<file path="src/hdl/serial_shift_map.svh">
`ifndef SERIAL_SHIFT_MAP_SVH
`define SERIAL_SHIFT_MAP_SVH
// Register byte offsets
`define OFS_DATA     8'h00
`define OFS_STATUS   8'h04
`define OFS_CTRL     8'h08
// Status fields
`define ST_START_BIT 7
`define ST_OVF_BIT   6
// Control fields
`define CT_START_IE  7
`define CT_OVF_IE    6
`define CT_WM_HI     5
`define CT_WM_LO     4
`define CT_CS_HI     3
`define CT_CS_LO     2
`define CT_STROBE    0
// Reset values
`define RST_DATA     8'h00
`define RST_CNT      4'h0
// Timing
`define CLK_NS       40
`define SDA_DLY_NS   50
`define SDA_DLY_CYC  ((`SDA_DLY_NS + `CLK_NS - 1) / `CLK_NS)
`endif

</file>
<file path="src/hdl/serial_shift_pkg.sv">
package serial_shift_pkg;
  // Wire mode field
  typedef enum logic [1:0] {
    WM_NONE  = 2'h0,
    WM_THREE = 2'h1,
    WM_TWO   = 2'h2,
    WM_HOLD  = 2'h3
  } wire_mode_e;

  // Shift clock source field
  typedef enum logic [1:0] {
    CS_SOFT  = 2'h0,
    CS_TIMER = 2'h1,
    CS_EXTP  = 2'h2,
    CS_EXTN  = 2'h3
  } clk_src_e;

  // Control register contents
  typedef struct packed {
    logic       start_ie;
    logic       ovf_ie;
    wire_mode_e wire_mode_sel;
    clk_src_e   shift_clock_source_sel;
  } ctrl_s;
endpackage : serial_shift_pkg

</file>
<file path="src/hdl/two_wire_shift_serial_unit.sv">
// Decided for this implementation: the register offsets and the APB register port.
`timescale 1ns/10ps
`include "serial_shift_map.svh"
// Operation
// Two-wire bus protocol, no slew or filtering
// Master clocks; slave uses hold; hardware shifts
// Software picks negative edge for two-wire
// Slave may stretch; master checks SCL release
// Each shift clock also increments counter
// Master toggles clock pin through port
// Higher protocol decides data direction
// SDA delayed for start detect, two-wire only
// Start detector needs no shift clock
// Serial clock at most quarter system clock
// Slave holds SCL low until ready
// External clock counts both edges
// Counter chains with companion timer
// Preload F gives external edge interrupt
// Software strobe overflow raises interrupt
// Data register is the shift register
// Write wins over simultaneous shift clock
// Left shift from selected clock source
// No wire mode still uses pins
// Output pin follows bit 7 via latch
// Latch open opposite the sampling edge
module two_wire_shift_serial_unit #(
  parameter int DW = 8,
  parameter int CW = 4
) (
  input  wire logic        core_clk,
  input  wire logic        arst_n,
  input  wire logic        psel,
  input  wire logic        penable,
  input  wire logic        pwrite,
  input  wire logic [7:0]  paddr,
  input  wire logic [31:0] pwdata,
  output logic      [31:0] prdata,
  output logic             pready,
  output logic             pslverr,
  input  wire logic        shift_clock_pin_in,
  output logic             shift_clock_pin_out,
  output logic             shift_clock_pin_oe,
  input  wire logic        sda_in,
  output logic             sda_out,
  output logic             sda_oe,
  input  wire logic        serial_in_pin,
  output logic             data_out_pin,
  input  wire logic        timer_match,
  output logic             counter_ovf_to_timer,
  output logic             start_irq,
  output logic             ovf_irq
);

  localparam int DLY = `SDA_DLY_CYC;

  ////////////////////////////////////////////////////////////////////
  // Pin synchronisers: scl, sda, serial_in
  logic [2:0]   pin_raw;
  logic [2:0]   sync1_ff;
  logic [2:0]   sync2_ff;
  logic [2:0]   prev_ff;
  logic [DLY:0] sda_dly_ff;

  assign pin_raw = {serial_in_pin, sda_in, shift_clock_pin_in};

  // Two flops per pin, third flop for edge finding
  generate
    for (genvar i = 0; i < 3; i++) begin : g_sync
      always_ff @(posedge core_clk or negedge arst_n) begin
        if (!arst_n) begin
          sync1_ff[i] <= 1'b1;
          sync2_ff[i] <= 1'b1;
          prev_ff[i]  <= 1'b1;
        end else begin
          sync1_ff[i] <= pin_raw[i];
          sync2_ff[i] <= sync1_ff[i];
          prev_ff[i]  <= sync2_ff[i];
        end
      end
    end
  endgenerate

  // SDA delay line for start detection
  always_ff @(posedge core_clk or negedge arst_n) begin
    if (!arst_n) begin
      sda_dly_ff <= '1;
    end else begin
      sda_dly_ff <= {sda_dly_ff[DLY-1:0], sync2_ff[1]};
    end
  end

  ////////////////////////////////////////////////////////////////////
  // Registers
  serial_shift_pkg::ctrl_s ctrl_ff;
  logic [DW-1:0] data_ff;
  logic [CW-1:0] cnt_ff;
  logic          start_flag_ff;
  logic          ovf_flag_ff;
  logic          latch_ff;
  logic          pready_ff;
  logic          pslverr_ff;
  logic [31:0]   prdata_ff;
  logic          scl_oe_ff;
  logic          sda_oe_ff;
  logic          dout_ff;
  logic          cnt_ovf_ff;
  logic          start_irq_ff;
  logic          ovf_irq_ff;

  // Bus decode
  wire acc      = psel & penable;
  wire wr_done  = acc & pwrite & pready_ff;
  wire hit_data = paddr == `OFS_DATA;
  wire hit_stat = paddr == `OFS_STATUS;
  wire hit_ctrl = paddr == `OFS_CTRL;
  wire mapped   = hit_data | hit_stat | hit_ctrl;
  wire wr_data  = wr_done & hit_data;
  wire wr_stat  = wr_done & hit_stat;
  wire wr_ctrl  = wr_done & hit_ctrl;
  wire strobe   = wr_ctrl & pwdata[`CT_STROBE];

  // Mode decode
  wire two_wire = ctrl_ff.wire_mode_sel[1];
  wire ext_src  = ctrl_ff.shift_clock_source_sel[1];
  wire neg_sel  = ctrl_ff.shift_clock_source_sel[0];

  // Clock pin edges, R10 keeps them two or more cycles apart
  wire clk_s    = sync2_ff[0];
  wire clk_rise = clk_s & ~prev_ff[0];
  wire clk_fall = ~clk_s & prev_ff[0];
  wire ext_edge = neg_sel ? clk_fall : clk_rise;

  // Shift and count events
  wire shift_ev = ext_src ? ext_edge
                : (neg_sel ? timer_match : strobe);
  wire count_ev = ext_src ? (clk_rise | clk_fall) : shift_ev;
  wire cnt_wrap = count_ev & (cnt_ff == {CW{1'b1}}) & ~wr_stat;

  // Data input pin: SDA in two-wire, serial_in otherwise
  wire din      = two_wire ? sync2_ff[1] : sync2_ff[2];

  // Start condition: delayed SDA falls while SCL high
  wire start_ev = two_wire & clk_s & sda_dly_ff[DLY] & ~sda_dly_ff[DLY-1];

  // Latch transparent opposite the sampling edge
  wire latch_open = neg_sel ? clk_s : ~clk_s;

  // Clock hold for slave
  wire nxt_hold = two_wire & (start_flag_ff | (ctrl_ff.wire_mode_sel
                  == serial_shift_pkg::WM_HOLD & ovf_flag_ff));

  // Read mux
  wire [31:0] rd_mux = hit_data ? {24'h0, data_ff}
                     : hit_stat ? {24'h0, start_flag_ff, ovf_flag_ff, 2'h0, cnt_ff}
                     : hit_ctrl ? {24'h0, ctrl_ff, 2'h0}
                     : 32'h0;

  ////////////////////////////////////////////////////////////////////
  // APB answer: one wait state, read data registered
  always_ff @(posedge core_clk or negedge arst_n) begin
    if (!arst_n) begin
      pready_ff  <= 1'b0;
      pslverr_ff <= 1'b0;
      prdata_ff  <= 32'h0;
    end else begin
      pready_ff  <= acc & ~pready_ff;
      pslverr_ff <= acc & ~pready_ff & ~mapped;
      prdata_ff  <= (acc & ~pready_ff & ~pwrite) ? rd_mux : 32'h0;
    end
  end

  // Control register, strobe bit is not stored
  always_ff @(posedge core_clk or negedge arst_n) begin
    if (!arst_n) begin
      ctrl_ff <= '0;
    end else if (wr_ctrl) begin
      ctrl_ff <= pwdata[`CT_START_IE:`CT_CS_LO];
    end
  end

  // Shift register: write beats shift
  always_ff @(posedge core_clk or negedge arst_n) begin
    if (!arst_n) begin
      data_ff <= `RST_DATA;
    end else if (wr_data) begin
      data_ff <= pwdata[DW-1:0];
    end else if (shift_ev) begin
      data_ff <= {data_ff[DW-2:0], din};
    end
  end

  // Counter: write beats count
  always_ff @(posedge core_clk or negedge arst_n) begin
    if (!arst_n) begin
      cnt_ff <= `RST_CNT;
    end else if (wr_stat) begin
      cnt_ff <= pwdata[CW-1:0];
    end else if (count_ev) begin
      cnt_ff <= cnt_ff + 1'b1;
    end
  end

  // Sticky flags, start set wins over clear; a status write masks the overflow set
  always_ff @(posedge core_clk or negedge arst_n) begin
    if (!arst_n) begin
      start_flag_ff <= 1'b0;
      ovf_flag_ff   <= 1'b0;
    end else begin
      start_flag_ff <= start_ev | (start_flag_ff & ~(wr_stat & pwdata[`ST_START_BIT]));
      ovf_flag_ff   <= cnt_wrap | (ovf_flag_ff & ~(wr_stat & pwdata[`ST_OVF_BIT]));
    end
  end

  // Output latch from bit 7
  always_ff @(posedge core_clk or negedge arst_n) begin
    if (!arst_n) begin
      latch_ff <= 1'b1;
    end else if (latch_open) begin
      latch_ff <= data_ff[DW-1];
    end
  end

  // Pin and event outputs
  always_ff @(posedge core_clk or negedge arst_n) begin
    if (!arst_n) begin
      scl_oe_ff    <= 1'b0;
      sda_oe_ff    <= 1'b0;
      dout_ff      <= 1'b0;
      cnt_ovf_ff   <= 1'b0;
      start_irq_ff <= 1'b0;
      ovf_irq_ff   <= 1'b0;
    end else begin
      scl_oe_ff    <= nxt_hold;
      sda_oe_ff    <= two_wire & ~latch_ff;
      dout_ff      <= (ctrl_ff.wire_mode_sel == serial_shift_pkg::WM_THREE) & latch_ff;
      cnt_ovf_ff   <= cnt_wrap;
      start_irq_ff <= start_flag_ff & ctrl_ff.start_ie;
      ovf_irq_ff   <= ovf_flag_ff & ctrl_ff.ovf_ie;
    end
  end

  assign prdata               = prdata_ff;
  assign pready               = pready_ff;
  assign pslverr              = pslverr_ff;
  assign shift_clock_pin_out  = 1'b0;
  assign shift_clock_pin_oe   = scl_oe_ff;
  assign sda_out              = 1'b0;
  assign sda_oe               = sda_oe_ff;
  assign data_out_pin         = dout_ff;
  assign counter_ovf_to_timer = cnt_ovf_ff;
  assign start_irq            = start_irq_ff;
  assign ovf_irq              = ovf_irq_ff;
endmodule : two_wire_shift_serial_unit

</file>
<file path="config.mk">
export PLATFORM = sky130hd
export DESIGN_NAME = two_wire_shift_serial_unit
export DESIGN_NICKNAME = d
export VERILOG_FILES = /design/src/hdl/serial_shift_pkg.sv /design/src/hdl/two_wire_shift_serial_unit.sv
export VERILOG_INCLUDE_DIRS = /design/src /design/src/hdl
export SDC_FILE = /design/constraint.sdc
export NUM_CORES = 1
export LEC_CHECK = 0
export ABC_AREA = 1
export ABC_CLOCK_PERIOD_IN_PS = 2500
export BUFFER_PORTS_ARGS = -buffer_cell sky130_fd_sc_hd__buf_2
export CAP_MARGIN = 20
export CORE_ASPECT_RATIO = 2
export CORE_MARGIN = 2
export CORE_UTILIZATION = 53
export DETAILED_ROUTE_END_ITERATION = 10
export HOLD_SLACK_MARGIN = 0.12
export PLACE_DENSITY = 0.85
export SLEW_MARGIN = 20
export SYNTH_ARGS = -nofsm -noshare
export SYNTH_HDL_FRONTEND = slang
export SYNTH_SLANG_ARGS = --single-unit
</file>
<file path="constraint.sdc">
create_clock -name core_clk -period 2.5 [get_ports core_clk]
set_input_delay 0.25 -clock core_clk [delete_from_list [all_inputs] [get_ports core_clk]]
set_output_delay 0.25 -clock core_clk [all_outputs]
set_load 0.02 [all_outputs]
</file>
==> summary.md, run 1 <==
| Metric | Value |
|---|---|
| Post-layout util | between 60% and 70% |
| DR iter-0 viols | 72 |
| FF-to-FF End | data_ff[0] |
| Yosys warns | 0 |
| Register area share after synthesis | 49.7% |
| XOR/XNOR share of the synthesized area | between 1 and 1.5% |
| Post-CTS Setup Bufs | 0 |
| Number of global-route vias before repair | around 1.9k |
| Setup crit start kind | flop |
| Clock Latency Late Sink | about 0.31 ns |
| Worst vdd ir | approximately 0.51 mV |
| Worst endpoint required time | about 2.7 ns |
| Core ar. | 4340 sq um |
| Post-cts sizing count | 0 |
| Top_reg_cell synth | dfrtp_1 |
| Total track usage | a little over a fifth |
| Antenna diode count | 0 |
| Final TNS setup | 0 ns |
| Number of I/O port buffers | 40 |
| Residual DRC | 0 |
| Via count | 1832 |
| Clock sink count | 47 |
| Post-CTS Hold Buffers | 4 |
| Die W | a little over 50 um |
| Area contributors post-synth | dfrtp_1 (38%), dfstp_2 (12%), nand2_1 (11%) |
| Tcrit/Tclk final | between 60% and 70% |
| Hold_sp | pwdata[1] |
| WL final | between 4000 and 5000 um |
| Largest net degree at the start of global routing | 34 |
| Max-cap violations | 0 |
| Met2 Use GR | a little under 40% |
| Number of library cell types mapped by synthesis | 30 |
| Fraction of layout cells with a size suffix above 1 | roughly 25% |
| Seq cells post-synth | 47 |
| Asr flop ratio synth | 100% |
| DR vias/cell | 4.91 |
| Die height | 99.0 um |
| Min-delay worst type | in -> reg |
| Clock Path Buffers | 2 |
| Crit Path Category | reg -> reg |
| Max H-tree Level | 2 |
| Mapped Area | 2390 sq um |
| Avg WL per Cell | between 10 and 15 um |
| Setup violations, final | 0 |
| Row cnt | 34 |
| Post-synthesis simple-gate area fraction | approximately a quarter |
| Post-synthesis mux area share | less than 1% |
| Cells on worst reg2reg path | 8 |
| First-pass GRT wire length | 8340 um |
| RSZ-0062 raised after global routing | no |
| Mean post-synth cell area | approximately 8.9 sq um |
| Pre-antenna DRT Iters | 4 |
| Synth Area in Compound Gates | 7.63% |
| Crit path DAT | ~1.9 ns |
| R2r setup slk | 0.81 ns |
| CTS tree | done |
| Crit-path max FO | 9 |
| I/O pin total | about 90 |
| Initial core utilization | a little under three fifths |
| Clock root cell | clkbuf_8 |
| Grt peak-use layer | met2 |
| Min Tclk post-route | about 1.7 ns |
| Main combinational cell family by area after synthesis | simple AND/OR/NAND/NOR gates |
| Die area | 5100 sq um |
| P_leak | roughly 0.0014 uW |
| Post-route ant nets | 0 |
| Largest area contributor in the synthesized netlist | dfrtp_1 |
| Adder and majority gate portion of the synthesized area | 1.57% |
| Estimated wirelength of the detail-placed design | ~3700 um |
| Area delta synth->final | 12.1% |
| Top-area cell type share of the netlist area | between 30% and 40% |
| Crit Reg-Reg Startpoint | clk_s |
| Met1 usage | between 20 and 25% |
| Grt ovf | 0 |
| # nets final | 370 |
| GP Congestion | 0.878 |
| Final Hold Fails | 0 |
| Antenna violations before repair | 0 |
| Status | finished, final reports clean |
| Fmax | 593 MHz |
| Hold depth | 3 |
| Synth Instances | ~270 |
| CTS buffer count | 5 |
| Max-slew violation count | 0 |
| Pwr/cell area | around 600 nW/um^2 |
| Hold endpoint | data_ff[1] |
| Layout Skew | ~0.0080 ns |
| Grt met3 use | around 3.5% |
| Clock slew at reported path FFs | 0.09 ns |
| Most common cell in the synthesized netlist | nand2_1 |
| Crit path capture type | flop |
| Post-synth EDFFs | 0 |
| Synth top cells by count | nand2_1 (69), dfrtp_1 (36), inv_1 (28) |
## registers in the layout (all words and copies together) (netlist names), 2 cells and up
register    flops
cnt_ff          4
sync2_ff        2
ctrl_ff         6
sda_dly_ff      3
data_ff         8
sync1_ff        3
prdata          8
## metal layers
layer,vias to the layer above,share of wire [%]
li1,894,-
met1,844,34
met2,77,57
met3,17,5.5
met4,0,4.0
met5,-,0
## area by class of cell
cell class              count  area [sq um]
inverters                  30           114
flip-flops and latches     47          1190
repair buffers             46           255
well taps                  54          67.6
clock inverters             3          22.5
multi-input cells         188           965
clock buffers               5          68.8
fillers                   395          1660
## worst max-delay path: stages (launching register included)
cell	delay, ns
dfstp_2	0.59
inv_1	0.06
ha_1	0.17
nand2_1	0.05
nand3_1	0.25
nand2_4	0.23
nand2_4	0.07
nand2_1	0.11
nand2_1	0.06
## worst max path at each step
stage           from         end  slack (ns)  cells after the start
3_3_place_gp   clk_s  data_ff[0]        0.90                      8
2_1_floorplan  clk_s  data_ff[0]        1.10                      8
5_1_grt        clk_s  data_ff[0]        0.68                      8
6_report       clk_s  data_ff[0]        0.81                      8
4_1_cts        clk_s  data_ff[0]        0.82                      8
3_5_place_dp   clk_s  data_ff[0]        0.89                      8
## metrics by stage
step	worst slack (ns)	power [uW]	instances	hold WS, ns	cell area, sq um
2_1_floorplan	1.10	1090	294	-0.0456	2490
3_3_place_gp	0.903	1130	361	0.156	2550
3_5_place_dp	0.888	1150	361	0.167	2550
4_1_cts	0.819	1630	373	0.187	2680
5_1_grt	0.678	1700	373	0.206	2680
6_report	0.813	1620	373	0.175	2680
## logic make-up (layout without fill, tap and decap cells)
group                      count (synthesis)  count (layout)
xor gates and xnor gates                   3               3
other                                      1              26
adders and majority gates                  3               3
muxes                                      2               2
AOI/OAI and AO/OA                         34              34
DFF                                       47              47
buffers and inverters                     59              84
and+or+nand+nor                          120             120
## cell usage in the layout, fill, tap and decap left out, drive strengths merged, types with 2 or more instances in the layout
master,count
nand2,77
buf,42
dfrtp,36
inv,29
conb,26
nand3,25
o21ai,16
nor2,16
a21oi,13
dfstp,11
clkbuf,5
dlygate4sd3,4
clkinv,4
a21boi,3
ha,3
o211ai,2
xnor2,2
## report_power, final
group	internal [uW]	total, uW	leakage, uW	switching, uW
clock	200	475	0.0000485	274
sequential	829	892	0.000591	63.8
combinational	91.6	255	0.000808	164
Power figures use the tool's default switching activity.
==> run 2, diff against run 1 <==
--- a/config.mk
+++ b/config.mk
@@ -7,15 +7,15 @@
 export NUM_CORES = 1
 export LEC_CHECK = 0
 export ABC_AREA = 1
-export ABC_CLOCK_PERIOD_IN_PS = 2500
+export ABC_CLOCK_PERIOD_IN_PS = 1700
 export BUFFER_PORTS_ARGS = -buffer_cell sky130_fd_sc_hd__buf_2
 export CAP_MARGIN = 20
 export CORE_ASPECT_RATIO = 2
 export CORE_MARGIN = 2
-export CORE_UTILIZATION = 53
+export CORE_UTILIZATION = 49
 export DETAILED_ROUTE_END_ITERATION = 10
 export HOLD_SLACK_MARGIN = 0.12
-export PLACE_DENSITY = 0.85
+export PLACE_DENSITY = 0.8
 export SLEW_MARGIN = 20
 export SYNTH_ARGS = -nofsm -noshare
 export SYNTH_HDL_FRONTEND = slang
==> constraint.sdc (replaced) <==
create_clock -name core_clk -period 1.7 [get_ports core_clk]
set_input_delay 0.17 -clock core_clk [delete_from_list [all_inputs] [get_ports core_clk]]
set_output_delay 0.17 -clock core_clk [all_outputs]
set_load 0.02 [all_outputs]
==> summary.md, run 2 (same netlist as run 1, synthesis figures left out) <==
| Metric | Value |
|---|---|
| Fraction of layout cells with a size suffix above 1 | 25.4% (+0.31 points) |
| Clock Path Buffers | 2 (unchanged) |
| Layout Skew | 0.00807 ns (+0.000105 ns) |
| Area delta synth->final | 15.5% |
| Crit-path max FO | 9 (unchanged) |
| Pwr/cell area | 938 nW/um^2 (+55%) |
| Cell family with most CP delay | simple AND/OR/NAND/NOR gates |
| DR iter-0 viols | 42 (-42%) |
| Min-delay worst type | in -> reg |
| First-pass GRT wire length | 7380 um (-11%) |
| I/O pin total | 91 (unchanged) |
| Worst vdd ir | 0.968 mV (+89%) |
| Crit Reg-Reg Startpoint | prev_ff[0] |
| Post-route ant nets | 0 (unchanged) |
| Grt ovf | 0 (unchanged) |
| Final Hold Fails | 0 (unchanged) |
| Max-cap violations | 0 (unchanged) |
| Worst endpoint required time | 1.89 ns (-0.82 ns) |
| Number of global-route vias before repair | 1729 (-8.0%) |
| Post-cts sizing count | 0 (unchanged) |
| CTS tree | done |
| Die height | 103 um (+3.8%) |
| Antenna violations before repair | 0 (unchanged) |
| Largest net degree at the start of global routing | 23 (-32%) |
| Worst slack at placement | 0.185 ns (-0.703 ns) |
| Avg WL per Cell | 11.7 um (-8.7%) |
| Multi-input logic area | 965 sq um (unchanged) |
| Setup violations, final | 0 (unchanged) |
| Setup crit start kind | flop |
| WL final | 4450 um (-7.0%) |
| Setup crit start | prev_ff[0] |
| Via count | 1820 (-0.66%) |
| CTS buffer count | 5 (unchanged) |
| Most frequent cells in the layout | nand2_1 (69), buf_2 (40), dfrtp_1 (36) |
| Row cnt | 36 (+5.9%) |
| Worst path slowest cell | dfstp_2 |
| Clock sink count | 47 (unchanged) |
| Crit path DAT | 1.73 ns (-0.17 ns) |
| Initial core utilization | 50.1% (-5.0 points) |
| Antenna diode count | 0 (unchanged) |
| Die area | 5490 sq um (+7.7%) |
| Clock Latency Late Sink | 0.30 ns (about the same) |
| Clock slew at reported path FFs | 0.09 ns (about the same) |
| Tcrit/Tclk final | 90.1% (+23 points) |
| Leading cell type in the layout, fill and taps excluded | nand2_1 |
| CP Cell Sequence | inv_1 -> ha_1 -> nand2_1 -> nand3_1 -> nand2_4 -> nand2_4 -> nand2_1 -> nand2_1 |
| Die W | 53.4 um (+3.7%) |
| Final TNS setup | 0 ns (unchanged) |
| Pre-antenna DRT Iters | 4 (unchanged) |
| Crit path buffers/inverters | 1 (unchanged) |
| # nets final | 374 (+1.1%) |
| RSZ-0062 raised after global routing | no |
| Fmax | 653 MHz (+10%) |
| Residual DRC | 0 (unchanged) |
| Total Power | 2590 uW (+60%) |
| Filler cells | 430 (+8.9%) |
| Clock root cell | clkbuf_8 |
| CP max stage delay | 0.54 ns (-0.05 ns) |
| Number of I/O port buffers | 40 (unchanged) |
| Total track usage | 17.9% (-3.9 points) |
| Max-slew violation count | 0 (unchanged) |
| DR vias/cell | 4.79 (-2.5%) |
| Final Worst Setup Slack | 0.169 ns (-0.644 ns) |
| Crit path capture type | flop |
| Min Tclk post-route | 1.53 ns (-0.156 ns) |
| Max H-tree Level | 2 (unchanged) |
| Most used cell along the critical path | nand2_1 |
| Register area | 1190 sq um (unchanged) |
| Core ar. | 4770 sq um (+10%) |
| Crit Path Category | reg -> reg |
| Estimated wirelength of the detail-placed design | 3490 um (-4.9%) |
| GP Congestion | 0.895 (+1.9%) |
| P_leak | 0.00149 uW (+2.6%) |
| Status | finished, final reports clean |
| Hold_sp | pwdata[3] |
==> run 2: changes by cell type in the layout (fill, tap and decap cells not counted), sizes merged <==
cell | before | now
buf | 42 | 44
clkinv | 4 | 2
dlygate4sd3 | 4 | 6
bufinv | 0 | 1
clkbuf | 5 | 6
==> run 2: final timing paths <==
check,to,slack (ns),cells past startpoint
setup / recovery,data_ff[4],0.17,8
hold / removal,data_ff[3],0.13,3
setup reg to reg,data_ff[4],0.17,8
hold reg to reg,sda_dly_ff[1],0.36,0
max in group asynchronous,latch_ff,0.71,3
min in group asynchronous,ovf_flag_ff,0.36,2
==> run 2: worst reg2reg max path, stage by stage, from the launching register on <==
cell and delay (ns):
dfstp_2 0.54, inv_1 0.04, ha_1 0.18, nand2_1 0.06
nand3_1 0.20, nand2_4 0.21, nand2_4 0.08, nand2_1 0.07
nand2_1 0.04
==> run 2: timing repair <==
action,4_1_cts,5_1_grt
hold buffers,6,0
hold endpoints to repair,25,0
setup buffers,0,0
==> run 2: through the flow <==
step                instances  hold WS [ns]  area, sq um  util, %
floorplan                 294        -0.126         2490        -
global placement          366         0.152         2570     53.8
detailed placement        366         0.153         2570     53.8
CTS                       380         0.124         2770     57.9
global route              380         0.140         2770     57.9
finish                    380         0.130         2770     57.9
==> run 2: area by class of cell <==
type | instances | share of cell area, %
Clock inverter | 2 | 1.49
Clock buffer | 6 | 3.39
Tap cell | 57 | 2.58
Timing Repair Buffer | 50 | 10.5
Sequential cell | 47 | 43.0
Multi-Input combinational cell | 188 | 34.9
Inverter | 30 | 4.12
==> run 2: layer usage <==
metal | vias to the layer above | track usage (%) | part of all wire (%)
met1 | 843 | 20.5 | 38
met5 | - | 0 | 0
met4 | 0 | 6.31 | 1.7
met2 | 66 | 32.3 | 54
met3 | 9 | 3.19 | 5.9
li1 | 902 | - | -
==> run 2: where the power goes <==
part	internal [uW]	leakage, uW	switching (uW)
Combinational	140	0.000826	238
Sequential	1220	0.000591	86.9
Clock	537	0.0000685	374
Total	1900	0.00149	699
